**src/s2m_pkg.sv**
```systemverilog
/*
 * package for the stream-to-memory channel control block: register offsets,
 * control field positions, reset values and counts.
 * assumes: included before every other file of the block.
 */
`default_nettype none
package s2m_pkg;
	// ----------------------------------------------------------------
	// register byte offsets
	// ----------------------------------------------------------------
	localparam logic [7:0] OFS_CONTROL = 8'h30;
	localparam logic [7:0] OFS_IRQ_STATUS = 8'h40;
	localparam logic [7:0] OFS_IRQ_CLEAR = 8'h44;
	localparam logic [7:0] OFS_IRQ_ENABLE = 8'h48;

	// ----------------------------------------------------------------
	// control field positions
	// ----------------------------------------------------------------
	localparam int BIT_RUN = 0;
	localparam int BIT_ONE = 1;
	localparam int BIT_SOFT_RESET = 2;
	localparam int BIT_FIXED_ADDR = 3;
	localparam int BIT_RING_REPEAT = 4;
	localparam int BIT_CPL_IRQ_EN = 12;
	localparam int BIT_DLY_IRQ_EN = 13;
	localparam int BIT_FAULT_IRQ_EN = 14;
	localparam int LSB_COALESCE = 16;
	localparam int LSB_IDLE_TIMEOUT = 24;

	// ----------------------------------------------------------------
	// interrupt status positions
	// ----------------------------------------------------------------
	localparam int IRQ_CPL = 0;
	localparam int IRQ_DLY = 1;
	localparam int IRQ_FAULT = 2;
	localparam int IRQ_HALTED = 16;

	// ----------------------------------------------------------------
	// reset values and counts
	// ----------------------------------------------------------------
	localparam logic [7:0] RST_COALESCE = 8'h01;
	localparam logic [7:0] RST_IDLE_TIMEOUT = 8'h00;
	localparam logic [2:0] RST_IRQ_ENABLE = 3'h7;
	localparam logic [6:0] TIMEOUT_UNIT_CYCLES = 7'h7d;
	localparam logic [7:0] FIXED_MAX_LEN = 8'h0f;
endpackage
`default_nettype wire

```
**src/s2m_channel_ctrl.sv**
```systemverilog
/*
 * stream-to-memory channel control: control register over an Avalon-MM
 * slave, write burst shaping, descriptor completed-flag handling, halted
 * status, completion coalescing, idle delay timer and the interrupt output.
 * assumes: engine events are one-cycle pulses synchronous to core_clk;
 * configuration straps are static levels.
 */
// The Avalon-MM register port and the placing of the registers are this design's own decisions.
// Summary of operation
// - fixed bit makes write bursts fixed-address
// - fixed-address bursts capped at sixteen beats
// - multichannel mode ignores the fixed bit
// - ring repeat ignores descriptor completed flag
// - ring repeat void in multichannel or direct
// - bits eleven to five read zero
// - bit twelve gates completion interrupt
// - bit thirteen gates delay interrupt, gather only
// - bit fourteen gates error interrupt
// - bit fifteen reserved, reads zero
// - run bit starts channel, clears halted
// - completion counter from coalesce count, minimum one
// - delay timer: packet end, times 125
`timescale 1ns/1ps
`default_nettype none
module s2m_channel_ctrl
	import s2m_pkg::*;
(
	// clock and reset
	input wire logic core_clk,
	input wire logic rst,
	// avalon-mm slave
	input wire logic [7:0] avs_address,
	input wire logic avs_read,
	input wire logic avs_write,
	input wire logic [31:0] avs_writedata,
	input wire logic [3:0] avs_byteenable,
	output logic [31:0] avs_readdata,
	output logic avs_waitrequest,
	// configuration straps
	input wire logic sg_present,
	input wire logic multichannel_mode,
	// engine events
	input wire logic engine_idle,
	input wire logic completion_event,
	input wire logic desc_irq_flag,
	input wire logic fault_event,
	input wire logic packet_start,
	input wire logic packet_end,
	// write burst shaping
	input wire logic [7:0] req_len,
	output logic [1:0] wr_burst,
	output logic [7:0] wr_len,
	// channel control
	output logic run_stop_control,
	output logic halted,
	output logic ignore_completed,
	output logic irq
);
	// ----------------------------------------------------------------
	// declarations
	// ----------------------------------------------------------------
	typedef enum logic [0:0] {
		BUS_IDLE = 1'b0,
		BUS_ANSWER = 1'b1
	} s2m_bus_state_t;

	s2m_bus_state_t bus_state;
	s2m_bus_state_t next_bus_state;
	logic fixed_addr;
	logic ring_repeat;
	logic cpl_en;
	logic dly_en;
	logic fault_en;
	logic [7:0] coalesce_count;
	logic [7:0] idle_timeout;
	logic [2:0] irq_status;
	logic [2:0] irq_enable;

	// ----------------------------------------------------------------
	// bus decode
	// ----------------------------------------------------------------
	wire access = avs_read | avs_write;
	wire ack = (bus_state == BUS_ANSWER);
	wire wr_fire = avs_write & ack;
	wire rd_load = avs_read & ~ack;
	wire hit_ctrl = (avs_address == OFS_CONTROL);
	wire hit_stat = (avs_address == OFS_IRQ_STATUS);
	wire hit_clr = (avs_address == OFS_IRQ_CLEAR);
	wire hit_en = (avs_address == OFS_IRQ_ENABLE);
	wire wr_ctrl = wr_fire & hit_ctrl;
	wire [3:0] be = avs_byteenable;
	wire ctrl_lane0 = wr_ctrl & be[0];
	wire ctrl_lane1 = wr_ctrl & be[1];
	wire [7:0] wr_coalesce_value = avs_writedata[LSB_COALESCE +: 8];
	wire [7:0] wr_timeout_value = avs_writedata[LSB_IDLE_TIMEOUT +: 8];
	wire soft_reset = ctrl_lane0 & avs_writedata[BIT_SOFT_RESET];
	// a zero count would fire on every event, so such a write is dropped
	wire wr_coalesce = wr_ctrl & be[2] & (wr_coalesce_value != 8'h00);
	wire wr_timeout = wr_ctrl & be[3];

	// one wait state: every access is answered at its second edge
	assign avs_waitrequest = access & ~ack;

	// ----------------------------------------------------------------
	// bus handshake
	// ----------------------------------------------------------------
	always_comb begin
		next_bus_state = bus_state;
		case (bus_state)
			BUS_IDLE: begin
				if (access)
					next_bus_state = BUS_ANSWER;
			end
			BUS_ANSWER: begin
				next_bus_state = BUS_IDLE;
			end
			default: begin
				next_bus_state = BUS_IDLE;
			end
		endcase
	end

	always_ff @(posedge core_clk or posedge rst) begin
		if (rst)
			bus_state <= BUS_IDLE;
		else
			bus_state <= next_bus_state;
	end

	// ----------------------------------------------------------------
	// read data
	// ----------------------------------------------------------------
	// reserved bits 11:5 and 15 stay zero, bit 1 reads one
	wire [31:0] ctrl_value = {idle_timeout, coalesce_count,
		1'b0,
		fault_en, dly_en, cpl_en,
		7'h00,
		ring_repeat, fixed_addr, 1'b0, 1'b1, run_stop_control};
	wire [31:0] stat_value = {15'h0000, halted, 13'h0000, irq_status};
	wire [31:0] en_value = {29'h00000000, irq_enable};
	wire [31:0] read_mux = hit_ctrl ? ctrl_value :
		hit_stat ? stat_value :
		hit_en ? en_value : 32'h00000000;

	// loaded in the waiting cycle so it stands at the answering edge
	always_ff @(posedge core_clk or posedge rst) begin
		if (rst)
			avs_readdata <= 32'h00000000;
		else if (rd_load)
			avs_readdata <= read_mux;
	end

	// ----------------------------------------------------------------
	// run/stop control
	// ----------------------------------------------------------------
	// an error stops the channel even against a write in the same cycle
	wire next_run = fault_event ? 1'b0 :
		ctrl_lane0 ? avs_writedata[BIT_RUN] : run_stop_control;

	always_ff @(posedge core_clk or posedge rst) begin
		if (rst)
			run_stop_control <= 1'b0;
		else if (soft_reset)
			run_stop_control <= 1'b0;
		else
			run_stop_control <= next_run;
	end

	// ----------------------------------------------------------------
	// address mode and descriptor ring repeat
	// ----------------------------------------------------------------
	wire next_fixed_addr = ctrl_lane0 ? avs_writedata[BIT_FIXED_ADDR] : fixed_addr;
	wire next_ring_repeat = ctrl_lane0 ? avs_writedata[BIT_RING_REPEAT] : ring_repeat;

	always_ff @(posedge core_clk or posedge rst) begin
		if (rst)
			fixed_addr <= 1'b0;
		else if (soft_reset)
			fixed_addr <= 1'b0;
		else
			fixed_addr <= next_fixed_addr;
	end

	always_ff @(posedge core_clk or posedge rst) begin
		if (rst)
			ring_repeat <= 1'b0;
		else if (soft_reset)
			ring_repeat <= 1'b0;
		else
			ring_repeat <= next_ring_repeat;
	end

	// ----------------------------------------------------------------
	// interrupt enables of the control register
	// ----------------------------------------------------------------
	wire next_cpl_en = ctrl_lane1 ? avs_writedata[BIT_CPL_IRQ_EN] : cpl_en;
	wire next_dly_en = ctrl_lane1 ? avs_writedata[BIT_DLY_IRQ_EN] : dly_en;
	wire next_fault_en = ctrl_lane1 ? avs_writedata[BIT_FAULT_IRQ_EN] : fault_en;

	always_ff @(posedge core_clk or posedge rst) begin
		if (rst) begin
			cpl_en <= 1'b0;
			dly_en <= 1'b0;
			fault_en <= 1'b0;
		end else if (soft_reset) begin
			cpl_en <= 1'b0;
			dly_en <= 1'b0;
			fault_en <= 1'b0;
		end else begin
			cpl_en <= next_cpl_en;
			dly_en <= next_dly_en;
			fault_en <= next_fault_en;
		end
	end

	// ----------------------------------------------------------------
	// coalesce count and idle timeout
	// ----------------------------------------------------------------
	// the coalescer reloads from this, so it must carry the value being written
	wire [7:0] next_coalesce_count = soft_reset ? RST_COALESCE :
		wr_coalesce ? wr_coalesce_value : coalesce_count;
	wire [7:0] next_idle_timeout = soft_reset ? RST_IDLE_TIMEOUT :
		wr_timeout ? wr_timeout_value : idle_timeout;

	always_ff @(posedge core_clk or posedge rst) begin
		if (rst)
			coalesce_count <= RST_COALESCE;
		else
			coalesce_count <= next_coalesce_count;
	end

	always_ff @(posedge core_clk or posedge rst) begin
		if (rst)
			idle_timeout <= RST_IDLE_TIMEOUT;
		else
			idle_timeout <= next_idle_timeout;
	end

	// ----------------------------------------------------------------
	// halted status
	// ----------------------------------------------------------------
	always_ff @(posedge core_clk or posedge rst) begin
		if (rst)
			halted <= 1'b1;
		else if (run_stop_control)
			halted <= 1'b0;
		else if (engine_idle)
			halted <= 1'b1;
	end

	// ----------------------------------------------------------------
	// write burst shaping and descriptor handling
	// ----------------------------------------------------------------
	wire fixed_active = fixed_addr & ~multichannel_mode;
	wire [7:0] capped_len = (req_len > FIXED_MAX_LEN) ? FIXED_MAX_LEN : req_len;
	wire [1:0] next_wr_burst = fixed_active ? 2'h0 : 2'h1;
	wire [7:0] next_wr_len = fixed_active ? capped_len : req_len;
	wire next_ignore = ring_repeat & sg_present & ~multichannel_mode;

	always_ff @(posedge core_clk or posedge rst) begin
		if (rst) begin
			wr_burst <= 2'h1;
			wr_len <= 8'h00;
		end else begin
			wr_burst <= next_wr_burst;
			wr_len <= next_wr_len;
		end
	end

	always_ff @(posedge core_clk or posedge rst) begin
		if (rst)
			ignore_completed <= 1'b0;
		else
			ignore_completed <= next_ignore;
	end

	// ----------------------------------------------------------------
	// interrupt sources
	// ----------------------------------------------------------------
	wire cpl_qual = completion_event & desc_irq_flag;
	wire cpl_hit;
	wire dly_hit;

	s2m_coalesce u_coalesce (
		.core_clk(core_clk),
		.rst(rst),
		.count(next_coalesce_count),
		.reload(wr_coalesce | soft_reset),
		.event_in(cpl_qual & sg_present),
		.hit(cpl_hit)
	);

	s2m_delay_timer u_delay (
		.core_clk(core_clk),
		.rst(rst),
		.timeout(idle_timeout),
		.enable(sg_present & ~soft_reset),
		.packet_start(packet_start),
		.packet_end(packet_end),
		.expired(dly_hit)
	);

	// ----------------------------------------------------------------
	// interrupt status, enable and output
	// ----------------------------------------------------------------
	wire cpl_event = sg_present ? cpl_hit : cpl_qual;
	wire [2:0] events = {fault_event, dly_hit, cpl_event};
	wire [2:0] clr_bits = (wr_fire & hit_clr & be[0]) ? avs_writedata[2:0] : 3'h0;
	wire [2:0] ctrl_gate = {fault_en, dly_en & sg_present, cpl_en};
	// set wins over a clear in the same cycle
	wire [2:0] next_irq_status = (irq_status & ~clr_bits) | events;
	wire wr_irq_enable = wr_fire & hit_en & be[0];
	wire [2:0] next_irq_enable = wr_irq_enable ? avs_writedata[2:0] : irq_enable;
	wire next_irq = |(irq_status & irq_enable & ctrl_gate);

	always_ff @(posedge core_clk or posedge rst) begin
		if (rst)
			irq_status <= 3'h0;
		else
			irq_status <= next_irq_status;
	end

	always_ff @(posedge core_clk or posedge rst) begin
		if (rst)
			irq_enable <= RST_IRQ_ENABLE;
		else
			irq_enable <= next_irq_enable;
	end

	always_ff @(posedge core_clk or posedge rst) begin
		if (rst)
			irq <= 1'b0;
		else
			irq <= next_irq;
	end
endmodule
`default_nettype wire

```
**src/s2m_coalesce.sv**
```systemverilog
/*
 * completion coalescing counter: counts completion events down from the
 * programmed count and pulses when it reaches zero, then reloads.
 * assumes: count is never zero; reload pulses when software writes it.
 */
`timescale 1ns/1ps
`default_nettype none
module s2m_coalesce
	import s2m_pkg::*;
(
	// clock and reset
	input wire logic core_clk,
	input wire logic rst,
	// control
	input wire logic [7:0] count,
	input wire logic reload,
	// events
	input wire logic event_in,
	output logic hit
);
	logic [7:0] remain;
	wire last_one = (remain <= 8'h01);

	always_ff @(posedge core_clk or posedge rst) begin
		if (rst) begin
			remain <= RST_COALESCE;
			hit <= 1'b0;
		end else begin
			hit <= event_in & last_one;
			if (event_in)
				remain <= last_one ? count : remain - 8'h01;
			else if (reload)
				remain <= count;
		end
	end
endmodule
`default_nettype wire

```
**src/s2m_delay_timer.sv**
```systemverilog
/*
 * idle delay timer: starts at packet end, stops and clears on packet start, expires
 * after timeout times 125 clock periods; a timeout of zero disables it.
 * assumes: packet_start and packet_end are one-cycle pulses.
 */
`timescale 1ns/1ps
`default_nettype none
module s2m_delay_timer
	import s2m_pkg::*;
(
	// clock and reset
	input wire logic core_clk,
	input wire logic rst,
	// control
	input wire logic [7:0] timeout,
	input wire logic enable,
	// packet framing
	input wire logic packet_start,
	input wire logic packet_end,
	// expiry
	output logic expired
);
	logic running;
	logic [6:0] prescale;
	logic [7:0] units;
	wire unit_tick = running & (prescale == TIMEOUT_UNIT_CYCLES - 7'h01);
	wire reach = unit_tick & (units + 8'h01 == timeout);
	wire active = enable & (timeout != 8'h00);

	always_ff @(posedge core_clk or posedge rst) begin
		if (rst) begin
			running <= 1'b0;
			prescale <= 7'h00;
			units <= 8'h00;
			expired <= 1'b0;
		end else begin
			expired <= reach & active;
			if (packet_start | ~active | reach) begin
				running <= 1'b0;
				prescale <= 7'h00;
				units <= 8'h00;
			end else if (packet_end) begin
				running <= 1'b1;
				prescale <= 7'h00;
				units <= 8'h00;
			end else if (running) begin
				prescale <= unit_tick ? 7'h00 : prescale + 7'h01;
				units <= unit_tick ? units + 8'h01 : units;
			end
		end
	end
endmodule
`default_nettype wire

```
**config.mk**
```make
export PLATFORM = sky130hd
export DESIGN_NAME = s2m_channel_ctrl
export DESIGN_NICKNAME = d
export VERILOG_FILES = /design/src/s2m_pkg.sv /design/src/s2m_channel_ctrl.sv /design/src/s2m_coalesce.sv /design/src/s2m_delay_timer.sv
export SDC_FILE = /design/constraint.sdc
export NUM_CORES = 1
export LEC_CHECK = 0
export BUFFER_PORTS_ARGS = -buffer_cell sky130_fd_sc_hd__buf_2
export CORE_UTILIZATION = 50
export CTS_CLUSTER_DIAMETER = 40
export DETAILED_ROUTE_END_ITERATION = 8
export GPL_TIMING_DRIVEN = 0
export HOLD_SLACK_MARGIN = 0.12
export PLACE_DENSITY = 0.86
export RECOVER_POWER = 100
export SYNTH_ARGS = -nofsm -noshare
export SYNTH_HDL_FRONTEND = slang
export SYNTH_SLANG_ARGS = --single-unit
```
**constraint.sdc**
```tcl
create_clock -name core_clk -period 3.35 [get_ports core_clk]
set_input_delay 0.1675 -clock core_clk [delete_from_list [all_inputs] [get_ports core_clk]]
set_output_delay 0.1675 -clock core_clk [all_outputs]
set_load 0.02 [all_outputs]
```
Word level (Yosys, flattened, before mapping) --
Index checks and enable logic that the tools add are counted.
Cells by class: $add $sub $neg 3, multipliers 0, div/mod/pow operators 0, $lt $le $gt $ge 2, equality and inequality tests 6, shifts and indexed selects 0, multiplexer cells 42, bitwise logic cells 39, reductions and logical operators 13
Operators with widths (number):
- two-way mux 8 bit | 13
- two-way mux 32 bit | 1
- two-way mux 7 bit | 4
- AND 1 bit | 26
- == test 8 x 7 -> 1 bit (second input constant) | 3
- two-way mux 1 bit | 20
- two-way mux 17 bit | 1
- nonzero test 8 bit | 2
- nonzero test 2 bit | 6
- AND 3 bit | 3
- nonzero test 3 bit | 3
- adder 8 x 1 -> 8 bit (second input constant) | 1
- == test 8 x 6 -> 1 bit (second input constant) | 1
- == test 8 bit | 1
- greater-than comparator 8 x 4 -> 1 bit (second input constant) | 1
- less-or-equal comparator 8 x 1 -> 1 bit (second input constant) | 1
- subtractor 8 x 1 -> 8 bit (second input constant) | 1
- adder 7 x 1 -> 7 bit (second input constant) | 1
- == test 7 bit (second input constant) | 1
- two-way mux 3 bit | 2
- inverter 1 bit | 4
- bitwise OR 1 bit | 4
- inverter 3 bit | 1
- bitwise OR 3 bit | 1
- 3 further kinds | 3
Storage, ports and cells: flip-flop bits (word level) 99, bits in latches 0, RAM bits 0, memory bits (read-only) 0, memories kept 0

Depth between registers and ports, before layout --
word-level depth 12, depth in mapped cells 8, mapped depth without buffers 7

Hierarchy --
From an unflattened synthesis, not the netlist that was laid out.
Second synthesis, totals: cell total of the unflattened synthesis 438, area, all modules 4501.8 um^2
By module, submodules not included:
- s2m_channel_ctrl | instances 1, cells an instance 252, area each 2801.4 um^2
- s2m_delay_timer | instances 1, cells an instance 118, area each 1093.5 um^2
- s2m_coalesce | instances 1, cells an instance 68, area each 606.8 um^2

Worst setup path before layout --
OpenSTA, ideal clock, no wires.
path type reg2reg, start point register u_coalesce.remain[0], end point register u_coalesce.remain[7], library setup time 119 ps, data arrival time 1940 ps, setup slack 1291 ps, cell stages (with the launch flop) 8, buffers on the path 0, clock period less this slack 2059 ps, cells stage by stage dfstp_2 -> inv_1 -> ha_1 -> or2_2 -> a41oi_1 -> and4_1 -> a211oi_1 -> o21a_1
Between the ends: longest elaborated chain between the ends 3
Ends and longest elaborated chain:
- from (decl) | line s2m_coalesce.sv:21 | logic [7:0] remain;
- from (signal assigned) | line s2m_coalesce.sv:31 | remain <= last_one ? count : remain - 8'h01;
- from (signal assigned) | line s2m_coalesce.sv:33 | remain <= count;
- subtractor 8 x 1 -> 8 bit or less-or-equal comparator 8 x 1 -> 1 bit (tied branches) | line s2m_coalesce.sv:31, s2m_coalesce.sv:22
- two-way mux 8 bit * | line s2m_coalesce.sv:31
- two-way mux 8 bit * | line s2m_coalesce.sv:30 | if (event_in)
Mark *: on every way between the ends. The rest lies on a longest branch, timed or not. A chain may end at the register's enable or synchronous reset.

Worst setup path after layout --
start point register u_delay.prescale[0], end point register u_delay.running
Between the ends: longest elaborated chain between the ends 5
Ends and longest elaborated chain:
- from (decl) | line s2m_delay_timer.sv:24 | logic [6:0] prescale;
- from (signal assigned) | line s2m_delay_timer.sv:47 | prescale <= unit_tick ? 7'h00 : prescale + 7'h01;
- == test 7 bit * | line s2m_delay_timer.sv:26 | wire unit_tick = running & (prescale == TIMEOUT_UNIT_CYCLES - 7'h01);
- AND 1 bit * | line s2m_delay_timer.sv:26
- AND 1 bit * | line s2m_delay_timer.sv:27 | wire reach = unit_tick & (units + 8'h01 == timeout);
- bitwise OR 1 bit * | line s2m_delay_timer.sv:38 | if (packet_start | ~active | reach) begin
- two-way mux 1 bit or nonzero test 2 bit (tied branches)
- to (signal assigned) | line s2m_delay_timer.sv:32 | running <= 1'b0;
- to (signal assigned) | line s2m_delay_timer.sv:39 | running <= 1'b0;
- to (signal assigned) | line s2m_delay_timer.sv:43 | running <= 1'b1;
- to (decl) | line s2m_delay_timer.sv:23 | logic running;
Marks and branches as above.

==> metrics <==
Setup Fix Bufs, Post-CTS 0; wire length of the first global-routing pass 18.3 mm; number of pins with negative max-slew slack in the final report 32; number of nets in the layout 668; fraction of layout cells with a size suffix above 1 17.1%; synth-to-layout area growth 27.0%; Tcrit/Tclk final slightly above 80%; Initial Util 51.2%; CTS H-tree lvls 3; antenna fix cells 0; Worst R2R Start u_delay.prescale[0]; Peak supply drop 0.256 mV; number of antenna violations at the first check in global routing 0; Port Buf Inserts 93; overall overflow remaining after global route 0; Placed Cells incl. Taps 654; length of the first detailed-routing pass in iterations 5; share of synthesized area occupied by flip-flops and latches 51.4%; Die H ~96 um; quantity of gates resized following cts 0; Routed WL per cell 16.1 um; Clk pin slew, worst setup/hold paths about 0.1 ns; internal power contribution approximately 1.6 mW; relative contribution of sequential cells to total power 52.0%; estimated wirelength of the detail-placed design 8.00 mm; CTS sink count between 90 and 100; total negative slack 0 ns; violated checks capacitance limit, slew limit; Post-Synthesis Cell Area 0.00444 mm2; number of vias per cell 5.71; result of the run finished with violations; depth of the worst hold-timing path 4; Placement Setup Slack 1.02 ns; violation count after the first detailed-routing iteration 232; maximum buffer depth of the clock tree 2; crit path launch u_delay.prescale[0]; cell chosen for the clock root clkbuf_8; class of the worst hold path input port to register; crit-path max FO 9; launch instance of the worst min-delay path desc_irq_flag; number of violations of the max-capacitance limit 1; synth unique cells 67; total of flip-flops plus latches after synthesis 91; clock tree from TritonCTS done; largest net degree at the start of global routing 61; clk_lat worst skew about 0.36 ns; post-synthesis cell count ~440; R2R Path End u_delay.running; Worst setup EP type register; Core Area a little under 0.009 mm2; # rows 34; mean instance size in the synthesized netlist 10.0 um2; Max Clk Rate 362 MHz; Switching Power 0.688 mW; IO Pins 111; power share of the clock group 33.1%; most used cells in the layout excluding fill and tap cells 84 x dfrtp_1, 70 x nand2_1, 55 x clkbuf_1, 50 x buf_2, 42 x dlygate4sd3_1; Max-Slew Margin vs Limit -2.27%; endpoint with the worst hold slack irq_status[0]; filler-free cell count of the finished design just over 700; post-route DRC violation count 0; final critical-path setup slack 0.584 ns; shortest clock period the worst path allows after layout 2.77 ns; leakage power total around 2.5 nW; TritonCTS buffer count 9; switching portion of total power 30.3%; EDFF count, synth 0; number of synthesis warnings 0; instance area after placement 0.00510 mm2; Setup crit start kind register; x dimension of the die 96.3 um; total global-route track usage 26.2%; Overall Power 2.27 mW; relative contribution of combinational cells to total power 14.9%; crit path DAT 3.02 ns; RSZ-0062 raised after global routing false; Pwr per Cell Area 402 mW/mm2; Worst Skew about 0.014 ns; Worst R2R Path Depth 8; total count of hold-check failures in the final report 0; final wirelength roughly 11 mm; slew at the pin with the worst max-slew slack 1.53 ns; leading cell type in the layout, fill and taps excluded dfrtp_1; Final Cell Area 0.00564 mm2; number of vias after detailed routing between 4000 and 5000; fraction of synthesis flops using an asynchronous set or reset pin 100%; die footprint 0.00927 mm2; final-report setup violation count 0; required time of the worst setup path 3.60 ns; final RePlAce weighted congestion 0.946; most frequently used flop master after synthesis dfrtp_1; reg-to-reg slack, setup 0.58 ns; via count of the first global-routing pass 3771; Setup Crit Path Kind register to register; antenna violation net count after detailed routing 0
## worst max path at each step
| stage | to | slack, ns |
|---|---|---|
| floorplan | ack | 0.83 |
| global placement | u_coalesce.remain[4] | -0.13 |
| detailed placement | u_coalesce.remain[7] | 1.02 |
| CTS | u_delay.running | 0.71 |
| global route | u_delay.running | 0.40 |
| finish | u_delay.running | 0.58 |
## Yosys cell counts (3+ instances only)
master    number  share of area (%)
nand2b_1       8                1.1
inv_1         14                1.2
nor4_1         7               0.99
mux2_2         6                1.5
nand2_1       70                5.9
or2_2          6               0.84
and2_1         5               0.70
nand4_1        3               0.42
nand3_1       14                1.6
xor2_1         6                1.2
ha_1           5                1.4
nor3_1        18                2.0
dfrtp_1       84                 47
buf_2          4               0.45
a211o_1        3               0.59
a21oi_1       12                1.4
mux2i_1        3               0.68
nor2_1        29                2.4
clkbuf_1       7               0.59
a21o_1         3               0.51
o21ai_0       31                3.5
a22oi_1        3               0.51
and3_1         4               0.56
xnor2_1       10                2.0
dfstp_2        7                4.1
a22o_1        18                3.5
buf_4         13                2.2
## layer usage
layer | track usage, % | vias up | share of wire, %
met5 | 0 | - | 0
met4 | 8.21 | 0 | 1.6
met3 | 5.13 | 17 | 5.2
met2 | 45.3 | 152 | 51
met1 | 33.0 | 2013 | 42
li1 | - | 1884 | -
## power groups by stage
stage          Sequential, mW  Combinational (mW)  Clock, mW
6_report                 1.18               0.339      0.752
5_1_grt                  1.19               0.371      0.796
4_1_cts                  1.18               0.340      0.757
3_5_place_dp             1.20               0.302          0
3_3_place_gp             1.20               0.282          0
2_1_floorplan            1.20               0.195          0
## repair_timing
action | CTS | global route
hold endpoints to repair | 69 | 0
endpoints found under the setup margin | 0 | 0
hold buffers | 42 | 0
## cell families after synthesis
kind of cell / share of synthesized area [%]
and+or+nand+nor: 20.3
AOI/OAI and AO/OA: 16.8
DFF: 51.4
buffers and inverters: 4.67
xor gates and xnor gates: 3.15
muxes: 2.20
adders and majority gates: 1.41
other: 0.0844
## layout make-up
cell class                 instances  area, um2
inverter                          14       53.8
timing repair buffer             136        860
clock inverter                     7       78.8
buffer                            25        146
sequential                        91       2290
clock buffer                       9        124
fill                             710       3030
tap                              108        135
multi-input combinational        322       1960
## state kept, by name (all words and copies together), names as in the netlist, 3 cells and up
signal / flops
irq_status: 3
u_coalesce.remain: 8
avs_readdata: 24
u_delay.units: 8
irq_enable: 3
idle_timeout: 8
wr_len: 8
coalesce_count: 8
u_delay.prescale: 7
## per-stage QoR
stage / utilization [%] / hold WS (ns)
6_report: 65.0 / 0.167
5_1_grt: 65.0 / 0.151
4_1_cts: 66.0 / 0.142
3_5_place_dp: 58.8 / 0.210
3_3_place_gp: 58.5 / 0.330
2_1_floorplan: - / 0.231
## worst max-delay path, cell delays in order (launching register included)
cell	delay, ns
dfrtp_1	0.45
inv_1	0.10
ha_1	0.20
nand3_1	0.18
nor2_2	0.40
o221ai_1	0.27
a2111oi_4	0.39
nor4_1	0.08
dlygate4sd3_1	0.59
No activity file was read; power rests on OpenSTA's default activity.
